## config.mk

```make
export PLATFORM = sky130hd
export DESIGN_NAME = rail_setpoint_slew_control
export DESIGN_NICKNAME = d
export VERILOG_FILES = /design/src/rtl/rail_setpoint_pkg.sv /design/src/rtl/rail_setpoint_slew_control.sv
export SDC_FILE = /design/constraint.sdc
export NUM_CORES = 1
export LEC_CHECK = 0
export BUFFER_PORTS_ARGS = -buffer_cell sky130_fd_sc_hd__buf_2
export CORE_MARGIN = 1.5
export CORE_UTILIZATION = 59
export DETAILED_ROUTE_END_ITERATION = 10
export PLACE_DENSITY = 0.76
export SYNTH_ARGS = -nofsm -noshare
export SYNTH_HDL_FRONTEND = slang
export SYNTH_SLANG_ARGS = --single-unit
```

## constraint.sdc

```tcl
create_clock -name clk -period 5.8 [get_ports clk]
set_clock_uncertainty 0.2 [all_clocks]
set_input_delay 0.58 -clock clk [delete_from_list [all_inputs] [get_ports clk]]
set_output_delay 0.58 -clock clk [all_outputs]
set_load 0.02 [all_outputs]
```

## src/rtl/rail_setpoint_pkg.sv

```systemverilog
// Constants shared by the rail setpoint and slew control register bank.
`default_nettype none
package rail_setpoint_pkg;
   // Register offsets on the internal register port.
   localparam logic [7:0] buck_boost_addr = 8'h19;
   localparam logic [7:0] slew_addr = 8'h1a;
   localparam logic [7:0] linear_addr = 8'h1b;
   localparam logic [7:0] first_buck_addr = 8'h10;
   localparam logic [7:0] second_buck_addr = 8'h11;
   // Field positions.
   localparam int trigger_bit = 7;
   localparam int auto_apply_bit = 6;
   localparam int slew_lsb = 0;
   localparam int setpoint_lsb = 0;
   localparam int pulse_skip_bit = 7;
   // Reset values and the immediate slew code.
   localparam logic [2:0] slew_reset = 3'h6;
   localparam logic [5:0] linear_reset = 6'h1f;
   localparam logic [5:0] buck_boost_reset = 6'h32;
   localparam logic [5:0] buck_reset = 6'h0a;
   localparam logic [2:0] slew_immediate = 3'h7;
   // Buck-boost rail code limits.
   localparam logic [5:0] buck_boost_max_code = 6'h34;
   // Timing.
   localparam int clk_mhz = 50;
   localparam int step_base_ns = 2500;
   localparam int step_base_cycles = step_base_ns * clk_mhz / 1000;
   localparam int blank_ms = 5;
   localparam int blank_cycles_default = blank_ms * 1000 * clk_mhz * 1000 / 1000;
endpackage
`default_nettype wire

```

## src/rtl/rail_setpoint_slew_control.sv

```systemverilog
// Setpoint registers, buck slew sequencer and linear regulator monitor blanking.
//////////////////////////////////////////////////////////////////////////////
// How it works
// - Buck-boost codes 24h..34h give 2.600 V..3.400 V in 50 mV steps; writes of reserved codes 35h..3Fh are ignored.
// - Slew rate and trigger act only on the first and second scaled bucks.
// - Writing 1 to slew bit 7 starts moving both bucks to their stored targets; writing 0 does nothing.
// - The trigger bit clears itself when the transition ends and resets to 0.
// - With auto-apply disable (bit 6) set, a buck setpoint write starts the transition by itself.
// - Slew field bits 2-0 reset to 6h; codes 0..6 give 160,80,40,20,10,5,2.5 us per step.
// - Slew code 7h applies the target at once with no timed stepping.
// - The linear regulator register only accepts writes while the password unlock is present.
// - Each accepted linear regulator write blanks its voltage monitor for 5 ms.
// - Linear field bits 5-0 reset to 1Fh; bits 7-6 read zero.
// - Buck-boost field bits 5-0 reset to 32h.
//////////////////////////////////////////////////////////////////////////////
`default_nettype none
module rail_setpoint_slew_control
   import rail_setpoint_pkg::*;
#(
   parameter int blank_cycles = blank_cycles_default
) (
   input wire logic clk,
   input wire logic sys_rst,
   input wire logic reg_wr,
   input wire logic reg_rd,
   input wire logic [7:0] reg_addr,
   input wire logic [7:0] reg_wdata,
   input wire logic password_unlocked,
   output logic [7:0] reg_rdata,
   output logic [5:0] first_scaled_buck_active,
   output logic [5:0] second_scaled_buck_active,
   output logic [5:0] buck_boost_rail_setpoint,
   output logic [5:0] linear_regulator_rail_setpoint,
   output logic pulse_skip_enable_first,
   output logic pulse_skip_enable_second,
   output logic transition_busy,
   output logic linear_monitor_blank
);

   logic [5:0] first_target_r;
   logic [5:0] second_target_r;
   logic [5:0] first_active_r;
   logic [5:0] second_active_r;
   logic [5:0] buck_boost_r;
   logic [5:0] linear_r;
   logic pulse_skip_first_r;
   logic pulse_skip_second_r;
   logic trigger_r;
   logic auto_apply_disable_r;
   logic [2:0] slew_r;
   logic [22:0] step_cnt_r;
   logic [22:0] blank_cnt_r;
   logic blank_r;
   logic [7:0] rdata_r;
   logic start;
   logic done;
   logic step_tick;
   logic [22:0] step_len;

   //////////////////////////////////////////////////////////////////////////////
   // Decoded writes.
   wire wr_slew = reg_wr && reg_addr == slew_addr;
   wire wr_first = reg_wr && reg_addr == first_buck_addr;
   wire wr_second = reg_wr && reg_addr == second_buck_addr;
   wire wr_linear = reg_wr && reg_addr == linear_addr && password_unlocked;
   wire wr_bb = reg_wr && reg_addr == buck_boost_addr;

   assign start = (wr_slew && reg_wdata[trigger_bit]) ||
                  (auto_apply_disable_r && (wr_first || wr_second));
   assign done = first_active_r == first_target_r && second_active_r == second_target_r;
   // step interval; each code halves the time from 160 us down to 2.5 us.
   assign step_len = 23'(step_base_cycles << (3'h6 - slew_r));
   assign step_tick = step_cnt_r >= step_len - 23'd1;

   // Buck target registers with pulse-skip bits; these are host-facing copies.
   always_ff @(posedge clk) begin
      if (sys_rst) begin
         first_target_r <= buck_reset;
         second_target_r <= buck_reset;
         pulse_skip_first_r <= 1'b1;
         pulse_skip_second_r <= 1'b1;
      end else begin
         if (wr_first) begin
            first_target_r <= reg_wdata[setpoint_lsb +: 6];
            pulse_skip_first_r <= reg_wdata[pulse_skip_bit];
         end
         if (wr_second) begin
            second_target_r <= reg_wdata[setpoint_lsb +: 6];
            pulse_skip_second_r <= reg_wdata[pulse_skip_bit];
         end
      end
   end

   // Slew register; reserved bits 5-3 are never stored.
   always_ff @(posedge clk) begin
      if (sys_rst) begin
         auto_apply_disable_r <= 1'b0;
         slew_r <= slew_reset;
      end else if (wr_slew) begin
         auto_apply_disable_r <= reg_wdata[auto_apply_bit];
         slew_r <= reg_wdata[slew_lsb +: 3];
      end
   end

   // trigger self clear; a new start wins over completion.
   always_ff @(posedge clk) begin
      if (sys_rst) begin
         trigger_r <= 1'b0;
      end else if (start) begin
         trigger_r <= 1'b1;
      end else if (trigger_r && done) begin
         trigger_r <= 1'b0;
      end
   end

   always_ff @(posedge clk) begin
      if (sys_rst || start || !trigger_r || step_tick) begin
         step_cnt_r <= '0;
      end else begin
         step_cnt_r <= step_cnt_r + 23'd1;
      end
   end

   // only the scaled bucks move; other rails take writes directly.
   always_ff @(posedge clk) begin
      if (sys_rst) begin
         first_active_r <= buck_reset;
         second_active_r <= buck_reset;
      end else if (trigger_r && slew_r == slew_immediate) begin
         first_active_r <= first_target_r;
         second_active_r <= second_target_r;
      end else if (trigger_r && step_tick) begin
         if (first_active_r < first_target_r) first_active_r <= first_active_r + 6'd1;
         else if (first_active_r > first_target_r) first_active_r <= first_active_r - 6'd1;
         if (second_active_r < second_target_r) second_active_r <= second_active_r + 6'd1;
         else if (second_active_r > second_target_r) second_active_r <= second_active_r - 6'd1;
      end
   end

   // buck-boost rail; reserved codes are refused so the rail never leaves range.
   always_ff @(posedge clk) begin
      if (sys_rst) begin
         buck_boost_r <= buck_boost_reset;
      end else if (wr_bb && reg_wdata[5:0] <= buck_boost_max_code) begin
         buck_boost_r <= reg_wdata[setpoint_lsb +: 6];
      end
   end

   always_ff @(posedge clk) begin
      if (sys_rst) begin
         linear_r <= linear_reset;
      end else if (wr_linear) begin
         linear_r <= reg_wdata[setpoint_lsb +: 6];
      end
   end

   // monitor blanking, restarted by every accepted write.
   always_ff @(posedge clk) begin
      if (sys_rst) begin
         blank_cnt_r <= '0;
      end else if (wr_linear) begin
         blank_cnt_r <= 23'(blank_cycles);
      end else if (blank_cnt_r != '0) begin
         blank_cnt_r <= blank_cnt_r - 23'd1;
      end
   end

   // registered blanking flag
   // The flag mirrors the counter's next value, so the output comes straight from a flop.
   always_ff @(posedge clk) begin
      if (sys_rst) begin
         blank_r <= 1'b0;
      end else if (wr_linear) begin
         blank_r <= 1'b1;
      end else begin
         blank_r <= blank_cnt_r > 23'h1;
      end
   end

   // Read mux, one cycle latency; unmapped offsets read zero.
   always_ff @(posedge clk) begin
      if (sys_rst) begin
         rdata_r <= 8'h00;
      end else if (reg_rd) begin
         unique case (reg_addr)
            slew_addr: rdata_r <= {trigger_r, auto_apply_disable_r, 3'b000, slew_r};
            linear_addr: rdata_r <= {2'b00, linear_r};
            buck_boost_addr: rdata_r <= {2'b00, buck_boost_r};
            first_buck_addr: rdata_r <= {pulse_skip_first_r, 1'b0, first_target_r};
            second_buck_addr: rdata_r <= {pulse_skip_second_r, 1'b0, second_target_r};
            default: rdata_r <= 8'h00;
         endcase
      end
   end

   assign reg_rdata = rdata_r;
   assign first_scaled_buck_active = first_active_r;
   assign second_scaled_buck_active = second_active_r;
   assign buck_boost_rail_setpoint = buck_boost_r;
   assign linear_regulator_rail_setpoint = linear_r;
   assign pulse_skip_enable_first = pulse_skip_first_r;
   assign pulse_skip_enable_second = pulse_skip_second_r;
   assign transition_busy = trigger_r;
   assign linear_monitor_blank = blank_r;

   //////////////////////////////////////////////////////////////////////////////
   // Checks.
   property p_trigger_start;
      @(posedge clk) disable iff (sys_rst) start |=> trigger_r;
   endproperty
   a_trigger_start: assert property (p_trigger_start) else $error("trigger not set by start");
   property p_no_zero_start;
      @(posedge clk) disable iff (sys_rst) (wr_slew && !reg_wdata[trigger_bit] && !trigger_r && !wr_first && !wr_second) |=> !trigger_r;
   endproperty
   a_no_zero_start: assert property (p_no_zero_start) else $error("zero write started transition");
   property p_self_clear;
      @(posedge clk) disable iff (sys_rst) (trigger_r && done && !start) |=> !trigger_r;
   endproperty
   a_self_clear: assert property (p_self_clear) else $error("trigger did not clear");
   property p_auto_apply;
      @(posedge clk) disable iff (sys_rst) (wr_first && auto_apply_disable_r) |=> trigger_r;
   endproperty
   a_auto_apply: assert property (p_auto_apply) else $error("auto apply failed");
   property p_need_trigger;
      @(posedge clk) disable iff (sys_rst) (!trigger_r && !start) |=> $stable(first_active_r);
   endproperty
   a_need_trigger: assert property (p_need_trigger) else $error("buck moved without trigger");
   property p_immediate;
      @(posedge clk) disable iff (sys_rst) (trigger_r && slew_r == slew_immediate && !wr_first) |=> first_active_r == $past(first_target_r);
   endproperty
   a_immediate: assert property (p_immediate) else $error("immediate code did not apply");
   property p_one_code;
      @(posedge clk) disable iff (sys_rst) (trigger_r && slew_r != slew_immediate) |=> (first_active_r - $past(first_active_r) <= 6'd1 || $past(first_active_r) - first_active_r <= 6'd1);
   endproperty
   a_one_code: assert property (p_one_code) else $error("buck stepped more than one code");
   property p_locked;
      @(posedge clk) disable iff (sys_rst) (reg_wr && reg_addr == linear_addr && !password_unlocked) |=> $stable(linear_r);
   endproperty
   a_locked: assert property (p_locked) else $error("locked linear write taken");
   property p_blank;
      @(posedge clk) disable iff (sys_rst) wr_linear |=> linear_monitor_blank [*8];
   endproperty
   a_blank: assert property (p_blank) else $error("monitor not blanked");
   property p_bb_range;
      @(posedge clk) disable iff (sys_rst) 1'b1 |-> buck_boost_r <= buck_boost_max_code;
   endproperty
   a_bb_range: assert property (p_bb_range) else $error("buck-boost code reserved");
   //////////////////////////////////////////////////////////////////////////////
   // Checks on refusals, holding and readback; a broken decode would trip these.
   property p_blank_end;
      @(posedge clk) disable iff (sys_rst) (blank_cnt_r == 23'h1 && !wr_linear) |=> !linear_monitor_blank;
   endproperty
   a_blank_end: assert property (p_blank_end) else $error("blanking did not end");
   property p_trigger_hold;
      @(posedge clk) disable iff (sys_rst) (trigger_r && !done) |=> trigger_r;
   endproperty
   a_trigger_hold: assert property (p_trigger_hold) else $error("trigger cleared early");
   property p_step_wait;
      @(posedge clk) disable iff (sys_rst)
         (trigger_r && slew_r != slew_immediate && !step_tick) |=> $stable(first_active_r);
   endproperty
   a_step_wait: assert property (p_step_wait) else $error("buck stepped before interval");
   property p_bb_refused;
      @(posedge clk) disable iff (sys_rst)
         (wr_bb && reg_wdata[setpoint_lsb +: 6] > buck_boost_max_code) |=> $stable(buck_boost_r);
   endproperty
   a_bb_refused: assert property (p_bb_refused) else $error("reserved buck-boost code taken");
   property p_bb_no_slew;
      @(posedge clk) disable iff (sys_rst) !wr_bb |=> $stable(buck_boost_r);
   endproperty
   a_bb_no_slew: assert property (p_bb_no_slew) else $error("buck-boost moved without write");
   property p_slew_reserved;
      @(posedge clk) disable iff (sys_rst) (reg_rd && reg_addr == slew_addr) |=> reg_rdata[5:3] == 3'h0;
   endproperty
   a_slew_reserved: assert property (p_slew_reserved) else $error("slew reserved bits set");
   property p_rdata_hold;
      @(posedge clk) disable iff (sys_rst) !reg_rd |=> $stable(reg_rdata);
   endproperty
   a_rdata_hold: assert property (p_rdata_hold) else $error("read data changed without read");
   property p_locked_blank;
      @(posedge clk) disable iff (sys_rst)
         (reg_wr && reg_addr == linear_addr && !password_unlocked && !linear_monitor_blank) |=> !linear_monitor_blank;
   endproperty
   a_locked_blank: assert property (p_locked_blank) else $error("locked write blanked monitor");
   property p_slew_store;
      @(posedge clk) disable iff (sys_rst) wr_slew |=> slew_r == $past(reg_wdata[slew_lsb +: 3]);
   endproperty
   a_slew_store: assert property (p_slew_store) else $error("slew code not stored");
   property p_linear_read;
      @(posedge clk) disable iff (sys_rst) (reg_rd && reg_addr == linear_addr) |=> reg_rdata[7:6] == 2'h0;
   endproperty
   a_linear_read: assert property (p_linear_read) else $error("linear upper bits set");
   property p_second_step;
      @(posedge clk) disable iff (sys_rst) (trigger_r && slew_r != slew_immediate) |=>
         (second_active_r - $past(second_active_r) <= 6'h1 || $past(second_active_r) - second_active_r <= 6'h1);
   endproperty
   a_second_step: assert property (p_second_step) else $error("second buck stepped too far");
   c_trigger: cover property (@(posedge clk) disable iff (sys_rst) wr_slew && reg_wdata[trigger_bit]);
   c_auto: cover property (@(posedge clk) disable iff (sys_rst) wr_second && auto_apply_disable_r);
   c_done: cover property (@(posedge clk) disable iff (sys_rst) trigger_r && done);
   c_blank: cover property (@(posedge clk) disable iff (sys_rst) wr_linear);
   c_bb_refused: cover property (@(posedge clk) disable iff (sys_rst) wr_bb && reg_wdata[5:0] > buck_boost_max_code);

endmodule
`default_nettype wire

```

# --- Word-level counts from Yosys, hierarchy flattened ---
# Cells that the tools add are included.
word_totals:
  inputBits: 21
  regBits: 98
  word_cells: 82
op_classes:
  muxes: 14
  magnitude_cmp: 7
  n_eq_ne: 8
  reduce_logical: 28
  shifts: 1
  add_sub_neg: 8
ops:
  columns: ["op", "n"]
  rows:
  - ["6-bit 2-to-1 mux", 8]
  - ["23-bit by 1-bit subtractor with 23-bit output, second input constant", 2]
  - ["8-bit by 5-bit == test with 1-bit output, second input constant", 5]
  - ["8-bit case mux with 5 select lines", 1]
  - ["18-bit 2-to-1 mux", 2]
  - ["23-bit by 1-bit adder with 23-bit output, second input constant", 1]
  - ["23-bit greater-or-equal comparator", 1]
  - ["23-bit by 1-bit greater-than comparator with 1-bit output, second input constant", 1]
  - ["23-bit nonzero test", 1]
  - ["7-bit by 3-bit left shift with 23-bit output, first input constant", 1]
  - ["1-bit logical AND", 13]
  - ["6-bit by 1-bit adder with 6-bit output, second input constant", 2]
  - ["6-bit == test", 2]
  - ["6-bit greater-than comparator", 2]
  - ["6-bit less-than comparator", 2]
  - ["6-bit by 1-bit subtractor with 6-bit output, second input constant", 2]
  - ["6-bit less-or-equal comparator, second input constant", 1]
  - ["2-bit nonzero test", 3]
  - ["3-bit nonzero test", 2]
  - ["1-bit logical OR", 5]
  - ["2-bit AND reduction", 2]
  - ["3-bit == test, second input constant", 1]
  - ["1-bit 2-to-1 mux", 3]
  - ["3-bit subtractor, first input constant", 1]
  - ["2 further kinds", 2]

# --- Longest topological paths before layout ---
# Gate-level depths: netlist of the first run.
logic_depth:
  ltp_word: 8
  mapped_depth: 20
  ltp_nobuf: 18

# --- Worst setup path before layout of the first run ---
# Ideal clock, no wire load.
synth_timing:
  kind: "register to register"
  from: "register slew_r[0]"
  to: "register first_active_r[4] (netlist: first_scaled_buck_active[4])"
  path_slack_ns: 1.631
  stages_incl_launch_ff: 20
  arrival_ns: 3.855
  n_path_buf: 1
  period_less_slack_ns: 4.169
  setup_ns: 0.114
  path_cell_list: "dfxtp_1 > ha_1 > inv_1 > ha_1 > clkbuf_1 > inv_1 > nand2_1 > ha_1 > o21ai_0 > nor3_1 > a21oi_1 > o22ai_1 > ha_1 > a211oi_1 > nor2_1 > a211oi_1 > o311ai_4 > o21ai_0 > nor3_1 > a2111oi_0"
synth_between:
  elab_chain_cells: 7
  elab_cells_between_ends: 11
  classes_between: "add/sub (2); order compare (1); eq/ne (1); shift (1); mux (1); reduce/logical (5)"
synth_lines:
  columns: ["element", "line", "rtl"]
  rows:
  - ["from (decl)", "rail_setpoint_slew_control.sv:50", "logic [2:0] slew_r;"]
  - ["from (signal assigned)", "rail_setpoint_slew_control.sv:98", "slew_r <= slew_reset;"]
  - ["from (signal assigned)", "rail_setpoint_slew_control.sv:101", "slew_r <= reg_wdata[slew_lsb +: 3];"]
  - ["3-bit subtractor", "rail_setpoint_slew_control.sv:72", "assign step_len = 23'(step_base_cycles << (3'h6 - slew_r));"]
  - ["7-bit by 3-bit left shift with 23-bit output", "rail_setpoint_slew_control.sv:72", null]
  - ["23-bit by 1-bit subtractor with 23-bit output", "rail_setpoint_slew_control.sv:73", "assign step_tick = step_cnt_r >= step_len - 23'd1;"]
  - ["23-bit greater-or-equal comparator", "rail_setpoint_slew_control.sv:73", null]
  - ["1-bit logical AND", "rail_setpoint_slew_control.sv:132", "end else if (trigger_r && step_tick) begin"]
  - ["2-bit nonzero test (no line)", null, null]
  - ["2-bit AND reduction (no line)", null, null]
  - ["to (signal assigned)", "rail_setpoint_slew_control.sv:130", "first_active_r <= first_target_r;"]
  - ["to (signal assigned)", "rail_setpoint_slew_control.sv:133", "if (first_active_r < first_target_r) first_active_r <= first_active_r + 6'd1;"]
  - ["to (signal assigned)", "rail_setpoint_slew_control.sv:134", "else if (first_active_r > first_target_r) first_active_r <= first_active_r - 6'd1;"]
  - ["to (decl)", "rail_setpoint_slew_control.sv:42", "logic [5:0] first_active_r;"]
# Parallel ways exist; a longest one is shown, timed or not.
# A chain may end at the register's enable or synchronous reset.

# --- Final worst setup path of the first run ---
# Same ends and word-level chain as after synthesis.

==> impl_summary.md, run 1 <==
Synth
The number of storage elements in the synthesis netlist is 98. The netlist area before placement is 5830 um^2. A synthesized cell averages 8.48 um^2. Sequential elements use 33.6% of the synthesized area. The count of flip-flops with a built-in enable after synthesis is 0. Synthesis produced 688 cells. The number of warnings issued by yosys is 0. After synthesis, the share of flip-flops with an asynchronous set or reset is 0%. The flip-flop cell with the highest count after synthesis is dfxtp_1. The number of distinct library cell variants in the gate-level netlist after synthesis is 62.

Floorplan
The die covers 10500 um^2. The number of placed I/O pins is 57. Once the floorplan was initialized, standard cells occupied 60.2% of the core. The total area inside the core boundary comes to 9680 um^2. The die boundary height is 102 um. The number of standard-cell rows in the floorplan is 36.

The die extent in x is around 100 um.

Job
The number of max-cap violations is 0.

Timing
The worst path uses 81.3% of the clock period. Setup repair after global routing left no endpoint under its margin. The worst path needs 4.71 ns of the cycle, external delays included. Setup violations remaining at the end of the flow were counted as 0.

The slew at the pin closest to its max-slew limit is 0.918 ns. On the final layout, the worst hold slack is 0.232 ns. The final max-slew violation count is 0. The highest attainable clock frequency is approximately 0.21 GHz. The final number of hold-violating endpoints is 0.

The setup TNS is 0 ns. The worst relative slew slack is between 30% and 40%.

Finish
The relative area change from synthesis to final layout is 10.4%. The finished cells cover roughly 6400 um^2. In the final design database the tool counted 816 nets. The share of cells above drive strength 1 is 11.9%. The utilization after layout is 66.5%. The repair_antennas step left the layout with diodes totalling 0. The number of fillers in the final layout is 800.

Route
Across all layers, the routed design uses 5125 vias. The length of the first detailed-routing pass in iterations is 5. The final antenna-violating net count is 0. The detailed router finished its first iteration with 244 violations. Dividing the detail-routed wire length by the instance count gives 15.4 um. Dividing the detail-routed via count by the number of cells gives 5.86.

The count of unresolved DRC violations after routing is 0. The total routed wirelength is 13500 um.

CTS
Counting along the longest clock path gives a buffer depth of 2. Clock tree synthesis found a total of 98 sinks. The post-cts repair resize count is 0.

In this run, post-CTS hold repair placed 0 buffers. After clock tree synthesis, the setup repair step added 0 buffers. TritonCTS built the clock tree. The root buffer selected by CTS is clkbuf_8.

The clock insertion delay at the later pin of the skew report is 0.38 ns. The clock input transition at the sequential cells of the worst setup and hold paths is 0.12 ns. The number of CTS-inserted buffers is 9.

The CTS H-tree depth is 3.

Pwr
In this run the static leakage power is 2.67 nW. Of the total power, the clock network draws 27.4%. The proportion of power drawn by combinational gates is 27.4%. Net switching is 34.7% of the power. Across the VDD grid, the largest voltage drop is 0.337 mV.

The internal power summed over all cells is 1.16 mW. The sequential share of power is 45.3%. The power density relative to cell area is 277 nW/um^2. In this run the power spent charging and discharging nets is 0.619 mW.

GRT
The first global-routing pass estimated 21500 um of wire. The largest net degree at the start of global routing is 42. Global routing used approximately a third of the available met1 tracks.

The number of global-route vias before repair is 4718. After global routing, the most crowded layer is met2. For this run the aggregate overflow at the end of global routing stands at 0.

Global routing used 45.5% of the available met2 tracks. The number of antenna violations at the first check in global routing is 0. In the global route stage, overall resource usage came out at 25.8%.

In the global route stage, met3 resource usage came out at approximately 4.5%.

Worst setup path
The path type of the worst setup path is flip-flop to flip-flop. The highest fanout seen on the critical path is 13. Data arrives at the worst endpoint at 4.77 ns. The worst setup path is captured at a flip-flop. The worst endpoint required time is 5.86 ns. The element type at the critical path start is a flip-flop.

Run status
The flow ran to the end, and the final reports show no timing, DRC or antenna violations.

Place
The placer's final routability congestion estimate is 0.902. Once detailed placement completed, the half-perimeter wirelength came to 10100 um. The number of buffers inserted by port buffering is between 50 and 60. The area of placed instances is approximately 6200 um^2.

Worst hold path
The classification of the worst-slack hold path is input pin to flip-flop.
## cell type report
type / instances / area [um^2] / share of cell area [%]
Clock buffer: 9 / 124 / 1.92
Clock inverter: 7 / 98.8 / 1.54
Inverter: 31 / 116 / 1.81
Multi-Input combinational cell: 537 / 3670 / 57.0
Sequential cell: 98 / 1960 / 30.5
Tap cell: 133 / 166 / 2.58
Timing Repair Buffer: 59 / 303 / 4.70
## cells by family (layout without fill, tap and decap cells)
logic type                 Yosys count  in the layout  share of synthesized area [%]
and+or+nand+nor                    270            270                           22.8
AOI/OAI and AO/OA                  126            126                           14.4
DFF                                 98             98                           33.6
adders and majority gates           59             59                           12.9
buffers and inverters               54            106                           3.54
xor gates and xnor gates            52             52                           7.81
muxes                               28             28                           4.83
other                                1              2                         0.0643
## per-stage QoR
step / worst slack (ns) / std cells / total power, mW
2_1_floorplan: 1.63 / 689 / 1.21
3_3_place_gp: 1.33 / 858 / 1.29
3_5_place_dp: 1.18 / 858 / 1.31
4_1_cts: 1.14 / 874 / 1.79
5_1_grt: 0.625 / 874 / 1.88
6_report: 1.09 / 874 / 1.78
## registers in the layout (all words and copies together), names as in the netlist
| register | cells |
|---|---|
| transition_busy | 1 |
| step_cnt_r | 23 |
| linear_monitor_blank | 1 |
| buck_boost_rail_setpoint | 6 |
| pulse_skip_enable_second | 1 |
| linear_regulator_rail_setpoint | 6 |
| slew_r | 3 |
| blank_cnt_r | 23 |
| pulse_skip_enable_first | 1 |
| second_scaled_buck_active | 6 |
| reg_rdata | 8 |
| second_target_r | 6 |
| first_target_r | 6 |
| auto_apply_disable_r | 1 |
| first_scaled_buck_active | 6 |
## critical path, cell delays in order, from the launching register on
cell	delay [ns]
dfxtp_1	0.51
ha_1	0.25
inv_1	0.07
ha_1	0.50
inv_1	0.18
nand2_1	0.16
ha_1	0.22
o21ai_0	0.17
nor3_1	0.17
a21oi_1	0.06
o22ai_1	0.17
ha_1	0.27
a211oi_1	0.23
nor2_1	0.07
a211oi_1	0.43
o311ai_4	0.19
o21ai_0	0.31
nor3_1	0.10
a2111oi_0	0.33
## worst paths after layout
path | start | end | slack [ns] | depth (start not counted)
worst max-delay path | slew_r[0] | first_scaled_buck_active[4] | 1.09 | 18
worst min-delay path | reg_wdata[6] | auto_apply_disable_r | 0.23 | 3
worst max register to register | slew_r[0] | first_scaled_buck_active[4] | 1.09 | 18
worst min register to register | blank_cnt_r[22] | blank_cnt_r[22] | 0.27 | 2
## layer usage
metal / up-vias / routed length, um
met1: 2425 / 5940
met3: 28 / 565
met5: - / 0
li1: 2548 / -
met4: 0 / 272
met2: 124 / 6670
## cell usage in the layout (no fill, tap or decap), types with 7 or more instances in the layout
master and count:
nor2_1 92, mux2i_1 27, xor2_1 21, nor2b_1 7, xnor2_1 31, a211oi_1 10, dfxtp_1 98, nand2b_1 8
nand2_1 60, o21ai_0 24, a21o_1 8, nor3_1 17, buf_2 56, nand3_1 28, or3_1 9, nand4_1 8
ha_1 57, clkbuf_8 9, a21oi_1 37, inv_1 31
## power by group through the flow
stage                     Sequential [mW]  Combinational [mW]  Clock (mW)
after floorplan                     0.812               0.394           0
after global placement              0.814               0.474           0
after detailed placement            0.821               0.486           0
after CTS                           0.806               0.491       0.494
after global routing                0.816               0.548       0.516
final                               0.807               0.488       0.488
## synth_stat cells, types with 3 or more instances
library cell	n	area, um^2
nor2b_1	7	43.8
nor3_1	17	85.1
or3_1	9	56.3
o21ai_0	24	120
o31ai_1	3	22.5
mux2i_1	27	270
a31oi_1	6	37.5
and3_1	6	37.5
nand4_1	8	50.1
a222oi_1	3	30.0
nand3_1	28	140
ha_1	57	713
nor4_1	6	37.5
and2_1	3	18.8
a21o_1	8	60.1
or4_1	5	37.5
inv_1	31	116
o221ai_1	4	35.0
and4_1	5	43.8
nor2_1	92	345
buf_2	3	15.0
dfxtp_1	98	1960
xnor2_1	31	272
a21oi_1	37	185
clkbuf_1	20	75.1
nand2b_1	8	50.1
a211oi_1	10	75.1
a221oi_1	4	35.0
o211ai_1	6	45.0
nand2_1	60	225
xor2_1	21	184
Note: power is estimated with default switching activity, not from simulation.
==> run 2, diff against run 1 <==
--- a/config.mk
+++ b/config.mk
@@ -5,11 +5,12 @@
 export SDC_FILE = /design/constraint.sdc
 export NUM_CORES = 1
 export LEC_CHECK = 0
+export ABC_AREA = 1
 export BUFFER_PORTS_ARGS = -buffer_cell sky130_fd_sc_hd__buf_2
 export CORE_MARGIN = 1.5
 export CORE_UTILIZATION = 59
 export DETAILED_ROUTE_END_ITERATION = 10
-export PLACE_DENSITY = 0.76
+export PLACE_DENSITY = 0.75
 export SYNTH_ARGS = -nofsm -noshare
 export SYNTH_HDL_FRONTEND = slang
 export SYNTH_SLANG_ARGS = --single-unit
==> constraint.sdc (replaced) <==
create_clock -name clk -period 4.5 [get_ports clk]
set_clock_uncertainty 0.2 [all_clocks]
set_input_delay 0.45 -clock clk [delete_from_list [all_inputs] [get_ports clk]]
set_output_delay 0.45 -clock clk [all_outputs]
set_load 0.02 [all_outputs]
==> run 2 against run 1 <==
Compared with the run above: die area is 8.3% higher; maximum frequency rose by 17%; core utilization up 0.53 points; synthesized area rose by 8.6%.
==> impl_summary.md, run 2 <==
Run status
The flow ran to the end, and the final reports show no timing, DRC or antenna violations.

CTS
The number of CTS-inserted buffers is 9 (unchanged). The clock insertion delay at the later pin of the skew report is 0.37 ns (about the same). The CTS H-tree depth is 3 (unchanged).

The clock input transition at the sequential cells of the worst setup and hold paths is 0.09 ns (-0.03 ns). Clock tree synthesis selected as its root buffer the cell clkbuf_8. The number of setup buffers added after CTS is 0 (unchanged). TritonCTS built the clock tree. The clock sink total came to 98 (unchanged). The number of buffers on the longest clock path is 2 (unchanged).

Pwr
The power density relative to cell area is 355 nW/um^2 (+28%). The maximum VDD drop is 0.456 mV (+35%). The reported leakage power is 3.30 nW (+23%).

Worst setup path
The critical path starts at slew_r[1]. The destination of the critical timing path is second_scaled_buck_active[0]. The critical path arrival is 4.10 ns (-0.67 ns). In this run the critical register-to-register path is captured at second_scaled_buck_active[0]. The worst setup path is of the flip-flop to flip-flop kind. The endpoint type of the worst setup path is a flip-flop. The highest fanout seen on the critical path is 10 (-3). The origin of the critical flop-to-flop path is slew_r[1]. The depth of the most critical reg-to-reg path is 25 (+7). The element type at the critical path start is a flip-flop. The worst endpoint required time came to 4.57 ns (-1.29 ns).

The flop-to-flop setup slack is 0.47 ns (-0.62 ns).

Place
The placer's final routability congestion estimate is 0.953 (+5.7%). The number of buffers inserted by port buffering is 56 (unchanged). The detailed placement HPWL is 11400 um (+14%).

The cell count after placement is 1072 (+25%).

Route
The mean number of vias per cell is 5.37 (-8.4%). The violation count after the first detailed-routing iteration came to 395 (+62%). The average detailed-routed wire length per instance came to 13.6 um (-11%).

The detailed-route via count is 5836 (+14%). The length of the first detailed-routing pass in iterations was 7 (+2). The total routed wirelength is 14800 um (+10%). The count of unresolved DRC violations after routing is 0 (unchanged). The final antenna-violating net count was 0 (unchanged).

Synth
The proportion of register bits with asynchronous set or reset after synthesis came to 0% (unchanged). Yosys attributes the largest share of cell area to dfxtp_1 (31%), ha_1 (11%), nand2_1 (11%). The top-area cell type share of the netlist area is 31.0% (-2.7 points). Ranked by instance count, the synthesized netlist is headed by nand2_1 (190), inv_1 (118), dfxtp_1 (98).

The number of distinct library cell variants in the gate-level netlist after synthesis was 47 (-24%). The number of warnings issued by yosys is 0 (unchanged). The synthesized instance count came to 894 (+30%). The count of flip-flops with a built-in enable after synthesis is 0 (unchanged). The number of storage elements in the synthesis netlist was 98 (unchanged). The most area-hungry cell type in the Yosys netlist is dfxtp_1. The mean instance size in the synthesized netlist was 7.08 um^2 (-16%). The sequential element share of the synthesized area was 31.0% (-2.7 points). The most used flip-flop cell after synthesis is dfxtp_1. The netlist area before placement is 6330 um^2 (+8.6%). The most used standard cell by instance count after synthesis is nand2_1.

GRT
The largest net degree at the start of global routing is 39 (-7.1%). The global-route wire length before repair is 24900 um (+16%). The number of global-route vias before repair is 5376 (+14%).

The number of antenna violations at the first check in global routing came to 0 (unchanged). The total track usage was 27.0% (+1.2 points). The total congestion overflow is 0 (unchanged).

Timing
The setup TNS is 0 ns (unchanged). The count of endpoints failing setup in the final report was 0 (unchanged). The highest attainable clock frequency was 0.248 GHz (+17%). The worst relative slew slack was 53.1% (+15 points).

The minimum clock period after layout is 4.03 ns (-0.682 ns). The final number of hold-violating endpoints is 0 (unchanged). The slew at the pin closest to its max-slew limit is 0.701 ns (-0.216 ns). Setup repair after global routing left no endpoint under its margin. The final period utilization is 89.6% (+8.3 points). The final-layout worst hold slack is 0.144 ns (-0.0872 ns). The final max-slew violation count is 0 (unchanged).

Floorplan
The number of placed I/O pins is 57 (unchanged). The core area was 10400 um^2 (+7.1%). The overall die area is 11400 um^2 (+8.3%).

The effective utilization at floorplan is 61.1% (+0.83 points). The die boundary height is 107 um (+4.1%). The number of standard-cell rows in the floorplan is 37 (+2.8%). The die extent in x is 107 um (+4.1%).

Finish
The utilization after layout is 67.0% (+0.53 points). The share of cells above drive strength 1 was 14.2% (+2.3 points). The diode insertion count for antenna repair is 0 (unchanged).

The leading cell type in the layout, fill and taps excluded is nand2_1. The relative area change from synthesis to final layout is 9.74%. The final-stage net count is 1027 (+26%). In the layout the commonest cells are nand2_1 (188), inv_1 (118), dfxtp_1 (97).

The count of placed standard cells in the final layout, fillers left out is 1087 (+24%).

Job
The number of max-cap violations is 0 (unchanged).

Worst hold path
The path class of the tightest hold or removal check is input pin to flip-flop.
-- run 2: changes by cell type in the layout (fill, tap and decap cells not counted), sizes merged, moves of 9 or more --
cell	delta
nand2	+144
inv	+90
o21ai	+30
mux2i	-27
a21oi	+20
nand3	+18
xnor2	-14
nor2	+13
or3	-9
-- run 2: power breakdown --
part | total [mW] | switching (mW) | internal (mW) | leakage (nW)
clock | 0.650 | 0.310 | 0.341 | 0.108
sequential | 1.02 | 0.0653 | 0.952 | 0.795
combinational | 0.797 | 0.513 | 0.284 | 2.39
-- run 2: area by class of cell --
| cell class | instances | area [um^2] |
|---|---|---|
| clock buffers | 11 | 151 |
| clock inverters | 4 | 75.1 |
| fillers | 980 | 3420 |
| inverters | 124 | 465 |
| multi-input cells | 657 | 3840 |
| flip-flops and latches | 98 | 1960 |
| well taps | 136 | 170 |
| repair buffers | 57 | 288 |
-- run 2: logic make-up (layout without fill, tap and decap cells) --
| kind of cell | count (synthesis) | in the layout | synth area share, % |
|---|---|---|---|
| AO/OA/AOI/OAI | 151 | 151 | 13.4 |
| AND/OR/NAND/NOR | 409 | 409 | 30.0 |
| flip-flops | 98 | 98 | 31.0 |
| adder cells (fa/ha/maj) | 59 | 59 | 11.9 |
| other | 1 | 2 | 0.0592 |
| buffers and inverters | 140 | 196 | 8.75 |
| XOR/XNOR | 36 | 36 | 4.98 |
-- run 2: critical path: stages (launching register included) --
cell and delay, ns:
dfxtp_1 0.44, ha_1 0.23, inv_1 0.07, ha_2 0.42
inv_2 0.13, nor3_4 0.22, nand2_2 0.10, nand2_2 0.07
nand3_2 0.09, nand2_2 0.10, nand2_2 0.07, or2_2 0.29
ha_1 0.28, nand2_1 0.08, inv_1 0.06, nand2_1 0.04
nor2_1 0.13, nand2_1 0.06, nor2_1 0.10, nor2_1 0.05
nand3_1 0.14, nand3_1 0.18, nand2_2 0.18, nand2_1 0.08
nand2_1 0.06, nor2_1 0.04
-- run 2: worst min-delay path by stage --
stage	startpoint	endpoint	slack [ns]	cells after the start
after global routing	reg_wdata[7]	pulse_skip_enable_first	0.14	3
after global placement	blank_cnt_r[22]	blank_cnt_r[22]	0.24	2
after floorplan	blank_cnt_r[22]	blank_cnt_r[22]	0.22	2
final	reg_wdata[7]	pulse_skip_enable_first	0.14	3
after CTS	reg_wdata[7]	pulse_skip_enable_second	0.13	3
after detailed placement	blank_cnt_r[22]	blank_cnt_r[22]	0.24	2
-- run 2: per-layer routing --
layer  global-route usage, %  vias up  part of all wire, %
li1                        -     3004                    -
met1                    36.0     2652                   47
met2                    44.5      162                   46
met3                    5.41       18                  5.9
met4                    7.43        0                  1.1
met5                       0        -                    0
-- run 2: repair_timing --
item / 4_1_cts / 5_1_grt
setup endpoints to repair: 0 / 35
endpoints found under the hold margin: 0 / 0
hold buffers: 0 / 0
resized for setup: 0 / 5
-- run 2: metrics by stage --
| stage | worst slack, ns | area, um^2 | total power, mW |
|---|---|---|---|
| detailed placement | 0.178 | 6710 | 1.82 |
| global route | 0.0352 | 6950 | 2.62 |
| finish | 0.467 | 6950 | 2.46 |
| CTS | 0.160 | 6930 | 2.46 |
| floorplan | 0.930 | 6340 | 1.67 |
| global placement | 0.411 | 6710 | 1.79 |
==> run 3, diff against run 2 <==
--- a/config.mk
+++ b/config.mk
@@ -8,9 +8,9 @@
 export ABC_AREA = 1
 export BUFFER_PORTS_ARGS = -buffer_cell sky130_fd_sc_hd__buf_2
 export CORE_MARGIN = 1.5
-export CORE_UTILIZATION = 59
+export CORE_UTILIZATION = 60
 export DETAILED_ROUTE_END_ITERATION = 10
-export PLACE_DENSITY = 0.75
+export PLACE_DENSITY = 0.76
 export SYNTH_ARGS = -nofsm -noshare
 export SYNTH_HDL_FRONTEND = slang
 export SYNTH_SLANG_ARGS = --single-unit
==> run 3 against run 2 <==
Compared with the run above: hold slack worse by 0.012 ns; core utilization is 0.36 points higher; die area is 1.6% lower; sequential power hardly changed; setup slack hardly changed; power is 1.9% lower; via count is 0.33% higher; clock power is 7.8% lower; critical path depth stayed put; sequential cell count stayed put; critical endpoint unchanged; largest cell class unchanged; highest routed layer unchanged.
==> impl_summary.md, run 3 (synthesis results as in run 2) <==
Worst setup path
The endpoint identified for the worst register-to-register timing path is second_scaled_buck_active[0]. The critical path ends at second_scaled_buck_active[0]. The flop-to-flop setup slack came to 0.47 ns (about the same). The origin of the critical flop-to-flop path is slew_r[0]. The highest fanout seen on the critical path came to 10 (unchanged). STA classifies the critical path startpoint as a flip-flop. The depth of the most critical reg-to-reg path is 25 (unchanged). The critical path arrival is 4.12 ns (+0.02 ns). The worst endpoint required time was 4.59 ns (+0.02 ns). The worst setup path is captured at a flip-flop.

The launching element of the worst setup path is slew_r[0]. The path type of the worst setup path is flip-flop to flip-flop.

Finish
In the layout the commonest cells are nand2_1 (188), inv_1 (118), dfxtp_1 (96). Leaving out fill and tap cells, the most frequent cell in the layout is nand2_1. The utilization after layout is 67.4% (+0.36 points). The final-stage net count was 1027 (unchanged). The diode insertion count for antenna repair was 0 (unchanged). The relative area change from synthesis to final layout is 9.35%.

The share of cells above drive strength 1 is 14.3% (+0.11 points).

Pwr
The total design power is 2.42 mW (-1.9%). The reported leakage power was 3.28 nW (-0.40%). The fraction of power spent switching nets is 37.6% (+1.6 points).

The clock share of power is 24.8% (-1.6 points). The maximum VDD drop is 0.510 mV (+12%). The power density relative to cell area is 349 nW/um^2 (-1.6%). The sequential share of power came to 42.1% (+0.8 points). The proportion of power drawn by combinational gates is 33.2% (+0.9 points). The net load switching power is 0.910 mW (+2.4%). The internal power summed over all cells came to 1.51 mW (-4.4%).

Route
The total routed wirelength is 15000 um (+1.1%). The violation count after the first detailed-routing iteration is 307 (-22%). The average detailed-routed wire length per instance is 13.8 um (+1.1%).

The length of the first detailed-routing pass in iterations was 5 (-2). The mean number of vias per cell is 5.39 (+0.33%). The detailed-route via count is 5855 (+0.33%). The final antenna-violating net count is 0 (unchanged). The count of unresolved DRC violations after routing came to 0 (unchanged).

Timing
The count of endpoints failing setup in the final report is 0 (unchanged). The minimum clock period after layout is 4.03 ns (-0.0000860 ns). The highest attainable clock frequency is 0.248 GHz (about the same). The worst relative slew slack came to 54.3% (+1.1 points). The final period utilization is 89.6% (about the same).

The final max-slew violation count came to 0 (unchanged). The setup TNS is 0 ns (unchanged). The final number of hold-violating endpoints was 0 (unchanged). Setup repair after global routing left no endpoint under its margin.

The slew at the pin closest to its max-slew limit came to 0.684 ns (-0.0170 ns).

GRT
The total track usage is 28.2% (+1.2 points). The total congestion overflow is 0 (unchanged). The largest net degree at the start of global routing is 39 (unchanged). The global routing met1 resource utilization was 36.7% (+0.67 points). The number of global-route vias before repair is 5558 (+3.4%). The global-route wire length before repair is 25400 um (+1.9%). The busiest layer in global routing is met2. The met3 routing resource usage after global routing is 4.27% (-1.1 points). The met2 layer usage reported by global route is 47.4% (+3.0 points).

The number of antenna violations at the first check in global routing is 0 (unchanged).

CTS
The CTS H-tree depth is 3 (unchanged). The clock sink total is 98 (unchanged). The clock input transition at the sequential cells of the worst setup and hold paths is 0.10 ns (about the same).

The number of buffers on the longest clock path came to 2 (unchanged). The number of CTS-inserted buffers is 9 (unchanged). TritonCTS built the clock tree. In this run the clock root is driven by a clkbuf_8. The number of hold-repair buffers added at the cts stage is 0 (unchanged). The number of setup buffers added after CTS is 0 (unchanged). The post-cts repair resize count is 0 (unchanged). The clock insertion delay at the later pin of the skew report is 0.39 ns (+0.02 ns).

Floorplan
The overall die area is 11200 um^2 (-1.6%). The effective utilization at floorplan came to 61.6% (+0.55 points). The core area was 10300 um^2 (-0.89%). The die extent in x was 106 um (-0.82%).

The number of standard-cell rows in the floorplan came to 37 (unchanged). The die boundary height came to 106 um (-0.82%). The number of placed I/O pins came to 57 (unchanged).

Place
The detailed placement HPWL is 11600 um (+1.3%). The placer's final routability congestion estimate came to 0.922 (-3.3%). The number of buffers inserted by port buffering came to 56 (unchanged).

Worst hold path
The classification of the worst-slack hold path is input pin to flip-flop. The number of cells traversed by the worst hold path is 3 (unchanged).

Job
The number of max-cap violations was 0 (unchanged).

Run status
The flow ran to the end, and the final reports show no timing, DRC or antenna violations.
-- run 3: cell types whose count changed in the layout (fill, tap and decap cells not counted), sizes merged --
cell / previous run / this run
clkbuf: 11 / 10
clkinv: 0 / 1
bufinv: 2 / 1
inv: 124 / 125
-- run 3: per-stage QoR --
| step | cell area (um^2) | hold WS [ns] | instances | setup WS, ns |
|---|---|---|---|---|
| after global routing | 6920 | 0.130 | 1087 | 0.0489 |
| final | 6920 | 0.132 | 1087 | 0.467 |
| after detailed placement | 6710 | 0.242 | 1072 | 0.108 |
| after global placement | 6710 | 0.240 | 1072 | 0.357 |
| after floorplan | 6340 | 0.223 | 895 | 0.930 |
| after CTS | 6910 | 0.112 | 1087 | 0.0758 |
-- run 3: layout make-up --
type	instances	area, um^2
well taps	136	170
repair buffers	57	288
clock buffers	10	138
flip-flops and latches	98	1960
clock inverters	5	62.6
multi-input cells	657	3840
fillers	923	3350
inverters	124	465
-- run 3: power by group through the flow --
stage | sequential (mW) | clock [mW] | combinational [mW]
2_1_floorplan | 1.03 | 0 | 0.642
3_3_place_gp | 1.03 | 0 | 0.750
3_5_place_dp | 1.04 | 0 | 0.783
4_1_cts | 1.02 | 0.612 | 0.787
5_1_grt | 1.03 | 0.644 | 0.908
6_report | 1.02 | 0.599 | 0.802
-- run 3: how the worst min path moves through the flow --
stage,startpoint,end,slack [ns]
after detailed placement,blank_cnt_r[22],blank_cnt_r[22],0.24
after global routing,reg_wdata[7],pulse_skip_enable_second,0.13
after floorplan,blank_cnt_r[22],blank_cnt_r[22],0.22
final,reg_wdata[7],pulse_skip_enable_first,0.13
after global placement,blank_cnt_r[22],blank_cnt_r[22],0.24
after CTS,reg_wdata[7],pulse_skip_enable_first,0.11
-- run 3: critical path, cell delays in order (launching register included) --
cell,delay [ns]
dfxtp_2,0.42
ha_1,0.22
inv_1,0.07
ha_2,0.43
inv_2,0.13
nor3_4,0.23
nand2_2,0.10
nand2_2,0.08
nand3_2,0.09
nand2_2,0.10
nand2_2,0.08
or2_4,0.25
nand2_1,0.06
inv_1,0.04
ha_1,0.26
nand2_1,0.08
nor2_1,0.15
nand2_1,0.06
nor2_1,0.10
nand3_1,0.08
nand3_1,0.17
nand3_1,0.18
nand2_2,0.17
nand2_1,0.08
nand2_1,0.06
nor2_1,0.04
-- run 3: per-layer routing --
layer	vias to the layer above	part of all wire [%]
li1	3012	-
met1	2679	46
met2	141	47
met3	23	4.6
met4	0	1.7
met5	-	0
